--- config.mk ---
export PLATFORM = sky130hd
export DESIGN_NAME = process_watchdog_state_control
export DESIGN_NICKNAME = d
export VERILOG_FILES = /design/src/rtl/process_watchdog_state_control.v
export VERILOG_INCLUDE_DIRS = /design/src /design/src/rtl
export SDC_FILE = /design/constraint.sdc
export NUM_CORES = 1
export LEC_CHECK = 0
export ABC_AREA = 1
export BUFFER_PORTS_ARGS = -buffer_cell sky130_fd_sc_hd__buf_2
export CAP_MARGIN = 20
export CORE_ASPECT_RATIO = 1.75
export CORE_MARGIN = 4
export CORE_UTILIZATION = 40
export DETAILED_ROUTE_END_ITERATION = 10
export GPL_TIMING_DRIVEN = 0
export HOLD_SLACK_MARGIN = 0.15
export MAX_ROUTING_LAYER = met4
export PLACE_DENSITY_LB_ADDON = 0.05
export SYNTH_ARGS = -nofsm -noshare
export SYNTH_HDL_FRONTEND = slang
export SYNTH_SLANG_ARGS = --single-unit
--- constraint.sdc ---
create_clock -name ref_clk -period 3.4 [get_ports ref_clk]
set_input_delay 0.17 -clock ref_clk [delete_from_list [all_inputs] [get_ports ref_clk]]
set_output_delay 0.17 -clock ref_clk [all_outputs]
set_load 0.005 [all_outputs]
--- src/rtl/process_watchdog_map.vh ---
// Timing, reset values and state codes for the process watchdog and state control block
`ifndef PROCESS_WATCHDOG_MAP_VH
`define PROCESS_WATCHDOG_MAP_VH

// Wishbone register byte offsets
`define OFS_CONTROL 4'h0
`define OFS_MULTIPLIER 4'h4
`define OFS_PROC_TIMER 4'h8
`define OFS_LOCAL_TIMER 4'hc

// Control register fields
`define CTL_PROC_EN 0
`define CTL_LOCAL_EN 1
`define CTL_MANUAL 2
`define CTL_REQ_LSB 4
`define CTL_REQ_MSB 6

// Status fields returned in the control register
`define STS_PROC_EXP 8
`define STS_LOCAL_EXP 9
`define STS_STATE_LSB 12
`define STS_STATE_MSB 14

// Reset values
`define MULT_RESET 16'h09c2
`define PROC_TIMER_RESET 16'h03e8
`define LOCAL_TIMER_RESET 16'h03e8
`define CONTROL_RESET 3'h3

// Base period of the local tick clock
`define BASE_PERIOD_NS 40
`define REF_PERIOD_NS 8
`define BASE_TICK_CYCLES (`BASE_PERIOD_NS / `REF_PERIOD_NS)
`define WATCHDOG_EXTRA_BASE 2

// Slave state machine codes
`define ST_INIT 3'h1
`define ST_PREOP 3'h2
`define ST_BOOT 3'h3
`define ST_SAFEOP 3'h4
`define ST_RUN 3'h0

`endif

--- src/rtl/process_watchdog_state_control.v ---
// Dual communication watchdog and slave state machine with output safety gating
// Operation
// - Restart process watchdog only on good exchange
// - Process watchdog expiry forces outputs false
// - Expiry leaves slave state untouched
// - Local interface watchdog fires on idle
// - Both watchdogs default to 100 ms
// - Shared multiplier tick, separate timer values
// - Tick equals multiplier plus two base periods
// - Multiplier resets to 2498
// - Process timer resets to 1000 ticks
// - Timer 0..65535, multiplier 1..65535
// - Timer zero disables process watchdog entirely
// - Settings loaded only at start-up, manual mode
// - Power-up enters initial state, no traffic
// - Check mailbox setup before configured state
// - Configured state: mailbox only, no process data
// - Check channels, copy inputs before inputs-only
// - Inputs-only: traffic allowed, outputs safe
// - Master normally brings slave to running
// - Running copies outputs, all traffic allowed
// - Update state only from initial, file mailbox
`timescale 1ns/10ps
`default_nettype none
`include "process_watchdog_map.vh"

module process_watchdog_state_control (
   // Clock and reset
   input wire ref_clk,
   input wire rst_n,
   // Wishbone classic slave
   input wire wb_cyc_i,
   input wire wb_stb_i,
   input wire wb_we_i,
   input wire [3:0] wb_adr_i,
   input wire [3:0] wb_sel_i,
   input wire [31:0] wb_dat_i,
   output reg [31:0] wb_dat_o,
   output reg wb_ack_o,
   // Bus-side traffic events
   input wire procExchangeOk,
   input wire [15:0] procOutData,
   input wire mailboxSetupOk,
   input wire procChannelsOk,
   // Local processor interface
   input wire localAccess,
   input wire [15:0] localInputs,
   // Physical outputs and status
   output reg [15:0] physOutputs,
   output reg [15:0] inputSnapshot,
   output reg mailboxAllowed,
   output reg fileMailboxOnly,
   output reg procDataAllowed,
   output reg procWdExpired,
   output reg localWdExpired,
   output reg [2:0] slaveState,
   output reg stateAck
);

   reg [2:0] control;
   reg [2:0] stateReq;
   reg [15:0] multiplier;
   reg [15:0] procTimer;
   reg [15:0] localTimer;
   reg startupDone;
   reg [2:0] baseCnt;
   reg [16:0] tickCnt;
   reg tick;
   reg [16:0] procCount;
   reg [16:0] localCount;
   reg [2:0] next_slaveState;
   reg [31:0] next_rdata;
   reg next_mailboxAllowed;
   reg next_fileMailboxOnly;
   reg next_procDataAllowed;
   reg next_snapshotLoad;
   reg localSync1;
   reg localSync2;
   reg localSync3;
   reg localAccessClean;

   wire wbReq = wb_cyc_i & wb_stb_i & ~wb_ack_o;
   wire wbWrite = wbReq & wb_we_i;
   wire baseTick = (baseCnt == `BASE_TICK_CYCLES - 1);
   wire [16:0] tickLen = {1'b0, multiplier} + 17'd`WATCHDOG_EXTRA_BASE;

   // Lane-merged 16-bit write
   function [15:0] merge16;
      input [15:0] old;
      input [31:0] data;
      input [3:0] sel;
      begin
         merge16 = {sel[1] ? data[15:8] : old[15:8], sel[0] ? data[7:0] : old[7:0]};
      end
   endfunction

   // Process data may flow in inputs-only and running
   function isDataState;
      input [2:0] st;
      begin
         isDataState = (st == `ST_SAFEOP) || (st == `ST_RUN);
      end
   endfunction

   // Mailbox traffic is closed only in the initial state
   function isMailboxState;
      input [2:0] st;
      begin
         isMailboxState = (st != `ST_INIT);
      end
   endfunction

   // Expiry test shared by both watchdogs
   function overLimit;
      input [16:0] cnt;
      input [15:0] limit;
      begin
         overLimit = (cnt > {1'b0, limit});
      end
   endfunction

   // Candidate register values after byte-lane merge
   wire [15:0] multMerged = merge16(multiplier, wb_dat_i, wb_sel_i);
   wire [15:0] procTimerMerged = merge16(procTimer, wb_dat_i, wb_sel_i);
   wire [15:0] localTimerMerged = merge16(localTimer, wb_dat_i, wb_sel_i);
   // Settings load only in manual mode before start-up ends
   wire settingsOpen = control[`CTL_MANUAL] & ~startupDone;
   // A zero timer switches its watchdog off
   wire procWdOn = control[`CTL_PROC_EN] & (procTimer != 16'h0000);
   wire localWdOn = control[`CTL_LOCAL_EN] & (localTimer != 16'h0000);
   wire procRestart = procExchangeOk & procDataAllowed;
   wire [16:0] procNext = procCount + 17'h00001;
   wire [16:0] localNext = localCount + 17'h00001;

   // Register file; timers only take writes before start-up ends, in manual mode
   always @(posedge ref_clk or negedge rst_n) begin
      if (!rst_n) begin
         control <= `CONTROL_RESET;
         stateReq <= `ST_INIT;
         multiplier <= `MULT_RESET;
         procTimer <= `PROC_TIMER_RESET;
         localTimer <= `LOCAL_TIMER_RESET;
         startupDone <= 1'b0;
      end else begin
         if (slaveState != `ST_INIT) begin
            startupDone <= 1'b1;
         end
         if (wbWrite) begin
            // Control write also carries the requested state
            case (wb_adr_i)
               `OFS_CONTROL: begin
                  if (wb_sel_i[0]) begin
                     control <= wb_dat_i[2:0];
                     stateReq <= wb_dat_i[`CTL_REQ_MSB:`CTL_REQ_LSB];
                  end
               end
               `OFS_MULTIPLIER: begin
                  if (settingsOpen && multMerged != 16'h0000) begin
                     multiplier <= multMerged;
                  end
               end
               `OFS_PROC_TIMER: begin
                  if (settingsOpen) begin
                     procTimer <= procTimerMerged;
                  end
               end
               `OFS_LOCAL_TIMER: begin
                  if (settingsOpen) begin
                     localTimer <= localTimerMerged;
                  end
               end
               default: begin
               end
            endcase
         end
      end
   end

   // Read mux; unmapped offsets read zero
   always @* begin
      next_rdata = 32'h00000000;
      case (wb_adr_i)
         `OFS_CONTROL: begin
            next_rdata[2:0] = control;
            next_rdata[`CTL_REQ_MSB:`CTL_REQ_LSB] = stateReq;
            next_rdata[`STS_PROC_EXP] = procWdExpired;
            next_rdata[`STS_LOCAL_EXP] = localWdExpired;
            next_rdata[`STS_STATE_MSB:`STS_STATE_LSB] = slaveState;
         end
         `OFS_MULTIPLIER: next_rdata[15:0] = multiplier;
         `OFS_PROC_TIMER: next_rdata[15:0] = procTimer;
         `OFS_LOCAL_TIMER: next_rdata[15:0] = localTimer;
         default: next_rdata = 32'h00000000;
      endcase
   end

   // Single-cycle ack, dropped the cycle after
   // Back-to-back requests see ack every other cycle
   always @(posedge ref_clk or negedge rst_n) begin
      if (!rst_n) begin
         wb_ack_o <= 1'b0;
         wb_dat_o <= 32'h00000000;
      end else begin
         wb_ack_o <= wbReq;
         if (wbReq) begin
            wb_dat_o <= next_rdata;
         end
      end
   end

   // 40 ns base enable, then watchdog tick every multiplier+2 bases
   always @(posedge ref_clk or negedge rst_n) begin
      if (!rst_n) begin
         baseCnt <= 3'h0;
         tickCnt <= 17'h00000;
         tick <= 1'b0;
      end else begin
         tick <= 1'b0;
         if (baseTick) begin
            baseCnt <= 3'h0;
            if (tickCnt >= tickLen - 17'h00001) begin
               tickCnt <= 17'h00000;
               tick <= 1'b1;
            end else begin
               tickCnt <= tickCnt + 17'h00001;
            end
         end else begin
            baseCnt <= baseCnt + 3'h1;
         end
      end
   end

   // Process channel watchdog
   always @(posedge ref_clk or negedge rst_n) begin
      if (!rst_n) begin
         procCount <= 17'h00000;
         procWdExpired <= 1'b0;
      end else if (!procWdOn) begin
         procCount <= 17'h00000;
         procWdExpired <= 1'b0;
      end else if (procRestart) begin
         procCount <= 17'h00000;
         procWdExpired <= 1'b0;
      end else if (tick && !procWdExpired) begin
         procCount <= procNext;
         if (overLimit(procNext, procTimer)) begin
            procWdExpired <= 1'b1;
         end
      end
   end

   // Three-stage synchroniser; a change counts once stages two and three agree
   always @(posedge ref_clk or negedge rst_n) begin
      if (!rst_n) begin
         localSync1 <= 1'b0;
         localSync2 <= 1'b0;
         localSync3 <= 1'b0;
         localAccessClean <= 1'b0;
      end else begin
         localSync1 <= localAccess;
         localSync2 <= localSync1;
         localSync3 <= localSync2;
         if (localSync2 == localSync3) begin
            localAccessClean <= localSync3;
         end
      end
   end

   // Local interface watchdog
   always @(posedge ref_clk or negedge rst_n) begin
      if (!rst_n) begin
         localCount <= 17'h00000;
         localWdExpired <= 1'b0;
      end else if (!localWdOn) begin
         localCount <= 17'h00000;
         localWdExpired <= 1'b0;
      end else if (localAccessClean) begin
         localCount <= 17'h00000;
         localWdExpired <= 1'b0;
      end else if (tick && !localWdExpired) begin
         localCount <= localNext;
         if (overLimit(localNext, localTimer)) begin
            localWdExpired <= 1'b1;
         end
      end
   end

   // Slave state transitions; watchdogs do not feed in here
   always @* begin
      next_slaveState = slaveState;
      case (slaveState)
         `ST_INIT: begin
            if (stateReq == `ST_PREOP && mailboxSetupOk) begin
               next_slaveState = `ST_PREOP;
            end else if (stateReq == `ST_BOOT) begin
               next_slaveState = `ST_BOOT;
            end
         end
         `ST_PREOP: begin
            if (stateReq == `ST_INIT) begin
               next_slaveState = `ST_INIT;
            end else if (stateReq == `ST_SAFEOP && procChannelsOk) begin
               next_slaveState = `ST_SAFEOP;
            end
         end
         `ST_SAFEOP: begin
            if (stateReq == `ST_INIT || stateReq == `ST_PREOP) begin
               next_slaveState = stateReq;
            end else if (stateReq == `ST_RUN) begin
               next_slaveState = `ST_RUN;
            end
         end
         `ST_RUN: begin
            if (stateReq != `ST_RUN && stateReq != `ST_BOOT) begin
               next_slaveState = stateReq;
            end
         end
         `ST_BOOT: begin
            if (stateReq == `ST_INIT) begin
               next_slaveState = `ST_INIT;
            end
         end
         default: next_slaveState = `ST_INIT;
      endcase
   end

   // Permissions follow the state being entered
   always @* begin
      next_mailboxAllowed = isMailboxState(next_slaveState);
      next_fileMailboxOnly = (next_slaveState == `ST_BOOT);
      next_procDataAllowed = isDataState(next_slaveState);
      next_snapshotLoad = isDataState(next_slaveState);
   end

   // State register and per-state permissions
   always @(posedge ref_clk or negedge rst_n) begin
      if (!rst_n) begin
         slaveState <= `ST_INIT;
         stateAck <= 1'b0;
         mailboxAllowed <= 1'b0;
         fileMailboxOnly <= 1'b0;
         procDataAllowed <= 1'b0;
         inputSnapshot <= 16'h0000;
      end else begin
         slaveState <= next_slaveState;
         stateAck <= (next_slaveState != slaveState);
         // Snapshot lands with the state change, so inputs are in place at the ack
         if (next_snapshotLoad) begin
            inputSnapshot <= localInputs;
         end
         mailboxAllowed <= next_mailboxAllowed;
         fileMailboxOnly <= next_fileMailboxOnly;
         procDataAllowed <= next_procDataAllowed;
      end
   end

   // Output gating: only running and watchdog quiet drives data
   always @(posedge ref_clk or negedge rst_n) begin
      if (!rst_n) begin
         physOutputs <= 16'h0000;
      end else if (slaveState != `ST_RUN) begin
         physOutputs <= 16'h0000;
      end else if (procExchangeOk) begin
         // A fresh exchange restarts the watchdog, so it beats a stale expiry
         physOutputs <= procOutData;
      end else if (procWdExpired) begin
         physOutputs <= 16'h0000;
      end
   end

endmodule
`default_nettype wire

==> flow_summary.toml <==
[run_status]
status = "completed"

[place]
placedCellCount = 1648
placement.io_buffers = 118
place.gp.congestion = 0.888
standard_cell_area_after_detailed_placement_mm2 = 0.0108
dp.final_hpwl_um = 21900

[clock_network]
cts_max_path_buffers = 2
ctsRootBufferMaster = "sky130_fd_sc_hd__clkbuf_16"
clkSlewWorstSetupHoldPaths_ps = 70
cts_max_level = 4
clk-insertion-delay-late_ps = 450
cts.sinks = 172
cts_tree = "yes"
numCtsBuffers = 17

[timing]
max_clock_freq_ghz = 0.313
hold_ws_ps = 188
fin_crit_ps = 3200
setup-tns-final_ps = 0
timing.final.hold_violations = 0
fin_skew_ps = 9.83
worst_slew_margin_rel_pct = 56.5
maxSlewViolCount = 0
timing.final.setup_violations = 0
finalCritPeriodShare_pct = 94.0
max_slew.worst_pin.slew_ps = 653

[synthesis]
syn_avg_cell_area_um2 = 8.08
synth_enable_flop_cells = 0
yosysSeqAreaShare_pct = 44.4
netlist_area_mm2 = 0.00975
synth_top_cells_by_count = "303 x sky130_fd_sc_hd__nand2_1, 167 x sky130_fd_sc_hd__inv_1, 151 x sky130_fd_sc_hd__dfrtp_1, 96 x sky130_fd_sc_hd__o21ai_0, 82 x sky130_fd_sc_hd__nand3_1"
dominantRegCellSynth = "sky130_fd_sc_hd__dfrtp_1"
synth.yosys.warnings = 0
ys_ff_latch = 172
yosysUniqueCellTypes = 42
synth_top_cell_by_area = "sky130_fd_sc_hd__dfrtp_1"
syn_inst = 1206
postSynth.asyncResetShare_pct = 100
synth_top_area_share_pct = 38.8
netlist_top_cells_area = "sky130_fd_sc_hd__dfrtp_1 39%, sky130_fd_sc_hd__nand2_1 12%, sky130_fd_sc_hd__ha_1 7.1%"
post-synth-top-count-cell = "sky130_fd_sc_hd__nand2_1"

[setup_path]
worstPathMaxFanout = 7
setup.worst_path.end_class = "flop"
start_kind = "flop"
timing.critical_path.arrival_ps = 3530
required_ps = 3740
crit_path_class = "flop to flop"

[global_routing]
initial_antenna_violation_count = 0
first_global_vias = 8840
grt_usage_pct = 22.4
grt_pass1_wl_um = 46200
grt_start_max_net_pins = 102
grt_remaining_overflow = 0

[finish]
layout-drive-gt1-share_pct = 17.3
finish.cell_count_without_fillers = 1748
final_core_utilization_pct = 50.9
insertedDiodeCount = 0
flow.area_growth_from_synthesis_pct = 25.4
post-route-cell-area_mm2 = 0.0122
layout.filler_cells = 2429
nets = 1563

[detailed_routing]
final_antenna_net_count = 0
detailedRoute.firstPassIterationCount = 7
post_drt_via_cell_ratio = 5.01
initial_drc_count = 421
drc = 0
routed_wl_um = 29200
via_count = 8752
detail_route.wl_per_cell_um = 16.7

[job]
max_cap_violations = 0

[power]
power_leakage_uw = 0.00617
vdd_ir_drop_max_mv = 0.353
p_per_area_mw_per_mm2 = 411

[die]
number_of_top_level_pins = 155
core_area_mm2 = 0.0240
dieWidth_um = 126
rows = 75
start_util_pct = 40.6
die_area_mm2 = 0.0270
chipHeight_um = 215

[hold_path]
hold_path_class = "input pin to flop"
==> state kept, by name, summed over array words and instances (netlist names), 16 cells and up <==
signal	cells
localCount	17
procCount	17
tickCnt	17
inputSnapshot	16
localTimer	16
multiplier	16
physOutputs	16
procTimer	16
wb_dat_o	16
==> timing repair <==
action / CTS / global route
buffers inserted: 2 / 5
pin swaps: 6 / 16
cloned: 0 / 1
gates resized for setup: 13 / 24
endpoints found under the setup margin: 18 / 18
hold buffers: 60 / 0
endpoints found under the hold margin: 148 / 0
==> layout by cell type, fill, tap and decap left out, types with 6 or more instances in the layout <==
cell type and count:
sky130_fd_sc_hd__nand2_1 302, sky130_fd_sc_hd__inv_1 166, sky130_fd_sc_hd__dfrtp_1 150, sky130_fd_sc_hd__buf_2 124, sky130_fd_sc_hd__o21ai_0 94, sky130_fd_sc_hd__nand3_1 76
sky130_fd_sc_hd__nor2_1 70, sky130_fd_sc_hd__dlygate4sd3_1 60, sky130_fd_sc_hd__ha_1 53, sky130_fd_sc_hd__xor2_1 43, sky130_fd_sc_hd__nand4_1 32, sky130_fd_sc_hd__buf_4 24
sky130_fd_sc_hd__clkbuf_1 21, sky130_fd_sc_hd__a21oi_1 21, sky130_fd_sc_hd__dfstp_2 21, sky130_fd_sc_hd__o22ai_1 20, sky130_fd_sc_hd__nor3_1 17, sky130_fd_sc_hd__clkbuf_16 17
sky130_fd_sc_hd__conb_1 16, sky130_fd_sc_hd__mux2_2 14, sky130_fd_sc_hd__o2111ai_1 11, sky130_fd_sc_hd__xnor2_1 7, sky130_fd_sc_hd__nor2_2 6
==> metal layers <==
metal / vias up / routed length, um / GRT usage (%)
met1: 4149 / 11000 / 23.4
met5: - / 0 / -
met4: 0 / 1300 / 11.1
met3: 69 / 830 / 2.97
li1: 4348 / - / -
met2: 186 / 16000 / 40.6
==> kinds of logic (layout without fill, tap and decap cells) <==
logic type                 count (synthesis)  count (layout)  share of synthesized area, %
AOI/OAI and AO/OA                        167             167                          9.87
and+or+nand+nor                          528             528                          23.0
xor gates and xnor gates                  50              50                          4.49
muxes                                     14              14                          1.62
buffers and inverters                    218             437                          9.38
other                                      1              16                        0.0385
adders and majority gates                 56              56                          7.16
DFF                                      172             172                          44.4
==> worst paths after layout <==
kind                       slack (ps)                       from  depth (start not counted)                    endpoint
setup / recovery                  200  multiplier[1]$_DFFE_PN1P_                         17      tickCnt[8]$_DFFE_PN0N_
hold / removal                    190             mailboxSetupOk                          6     slaveState[0]$_DFF_PN1_
setup reg to reg                  200  multiplier[1]$_DFFE_PN1P_                         17      tickCnt[8]$_DFFE_PN0N_
hold reg to reg                   350       localSync1$_DFF_PN0_                          0        localSync2$_DFF_PN0_
max in group asynchronous        2190                      rst_n                          3   multiplier[0]$_DFFE_PN0P_
min in group asynchronous         280                      rst_n                          2  localCount[14]$_DFFE_PN0P_
==> worst max-delay path: stages, from the launching register on <==
cell and delay (ps):
sky130_fd_sc_hd__dfstp_2 580, sky130_fd_sc_hd__inv_1 100, sky130_fd_sc_hd__nor3_4 190, sky130_fd_sc_hd__nand3_2 140, sky130_fd_sc_hd__nor2_4 130, sky130_fd_sc_hd__nand3_2 120, sky130_fd_sc_hd__nor3_4 230, sky130_fd_sc_hd__nand3_2 100
sky130_fd_sc_hd__xor2_1 160, sky130_fd_sc_hd__ha_1 330, sky130_fd_sc_hd__nand4_1 160, sky130_fd_sc_hd__nor2_2 190, sky130_fd_sc_hd__nand4_1 100, sky130_fd_sc_hd__nand4_1 150, sky130_fd_sc_hd__nand2_1 110, sky130_fd_sc_hd__inv_4 110
sky130_fd_sc_hd__buf_6 130, sky130_fd_sc_hd__nor2_1 40
==> layout make-up <==
type,instances,area [um2],share of cell area (%)
buffer,47,279,2.28
inverter,171,644,5.27
clock inverter,10,141,1.16
sequential,172,4330,35.4
timing repair buffer,187,1290,10.6
tap,308,385,3.15
multi-input combinational,831,4690,38.4
clock buffer,22,454,3.72
==> report_power, final <==
part,internal (uW),switching (uW)
Sequential,2190,69.1
Clock,1180,855
Combinational,307,425
==> per-stage QoR <==
step	power (uW)	worst slack, ps
after floorplan	2650	336
after global placement	2970	-826
after detailed placement	2980	-496
after CTS	5090	2.66
after global routing	5260	-15.4
final	5020	204
Power figures use the tool's default switching activity.
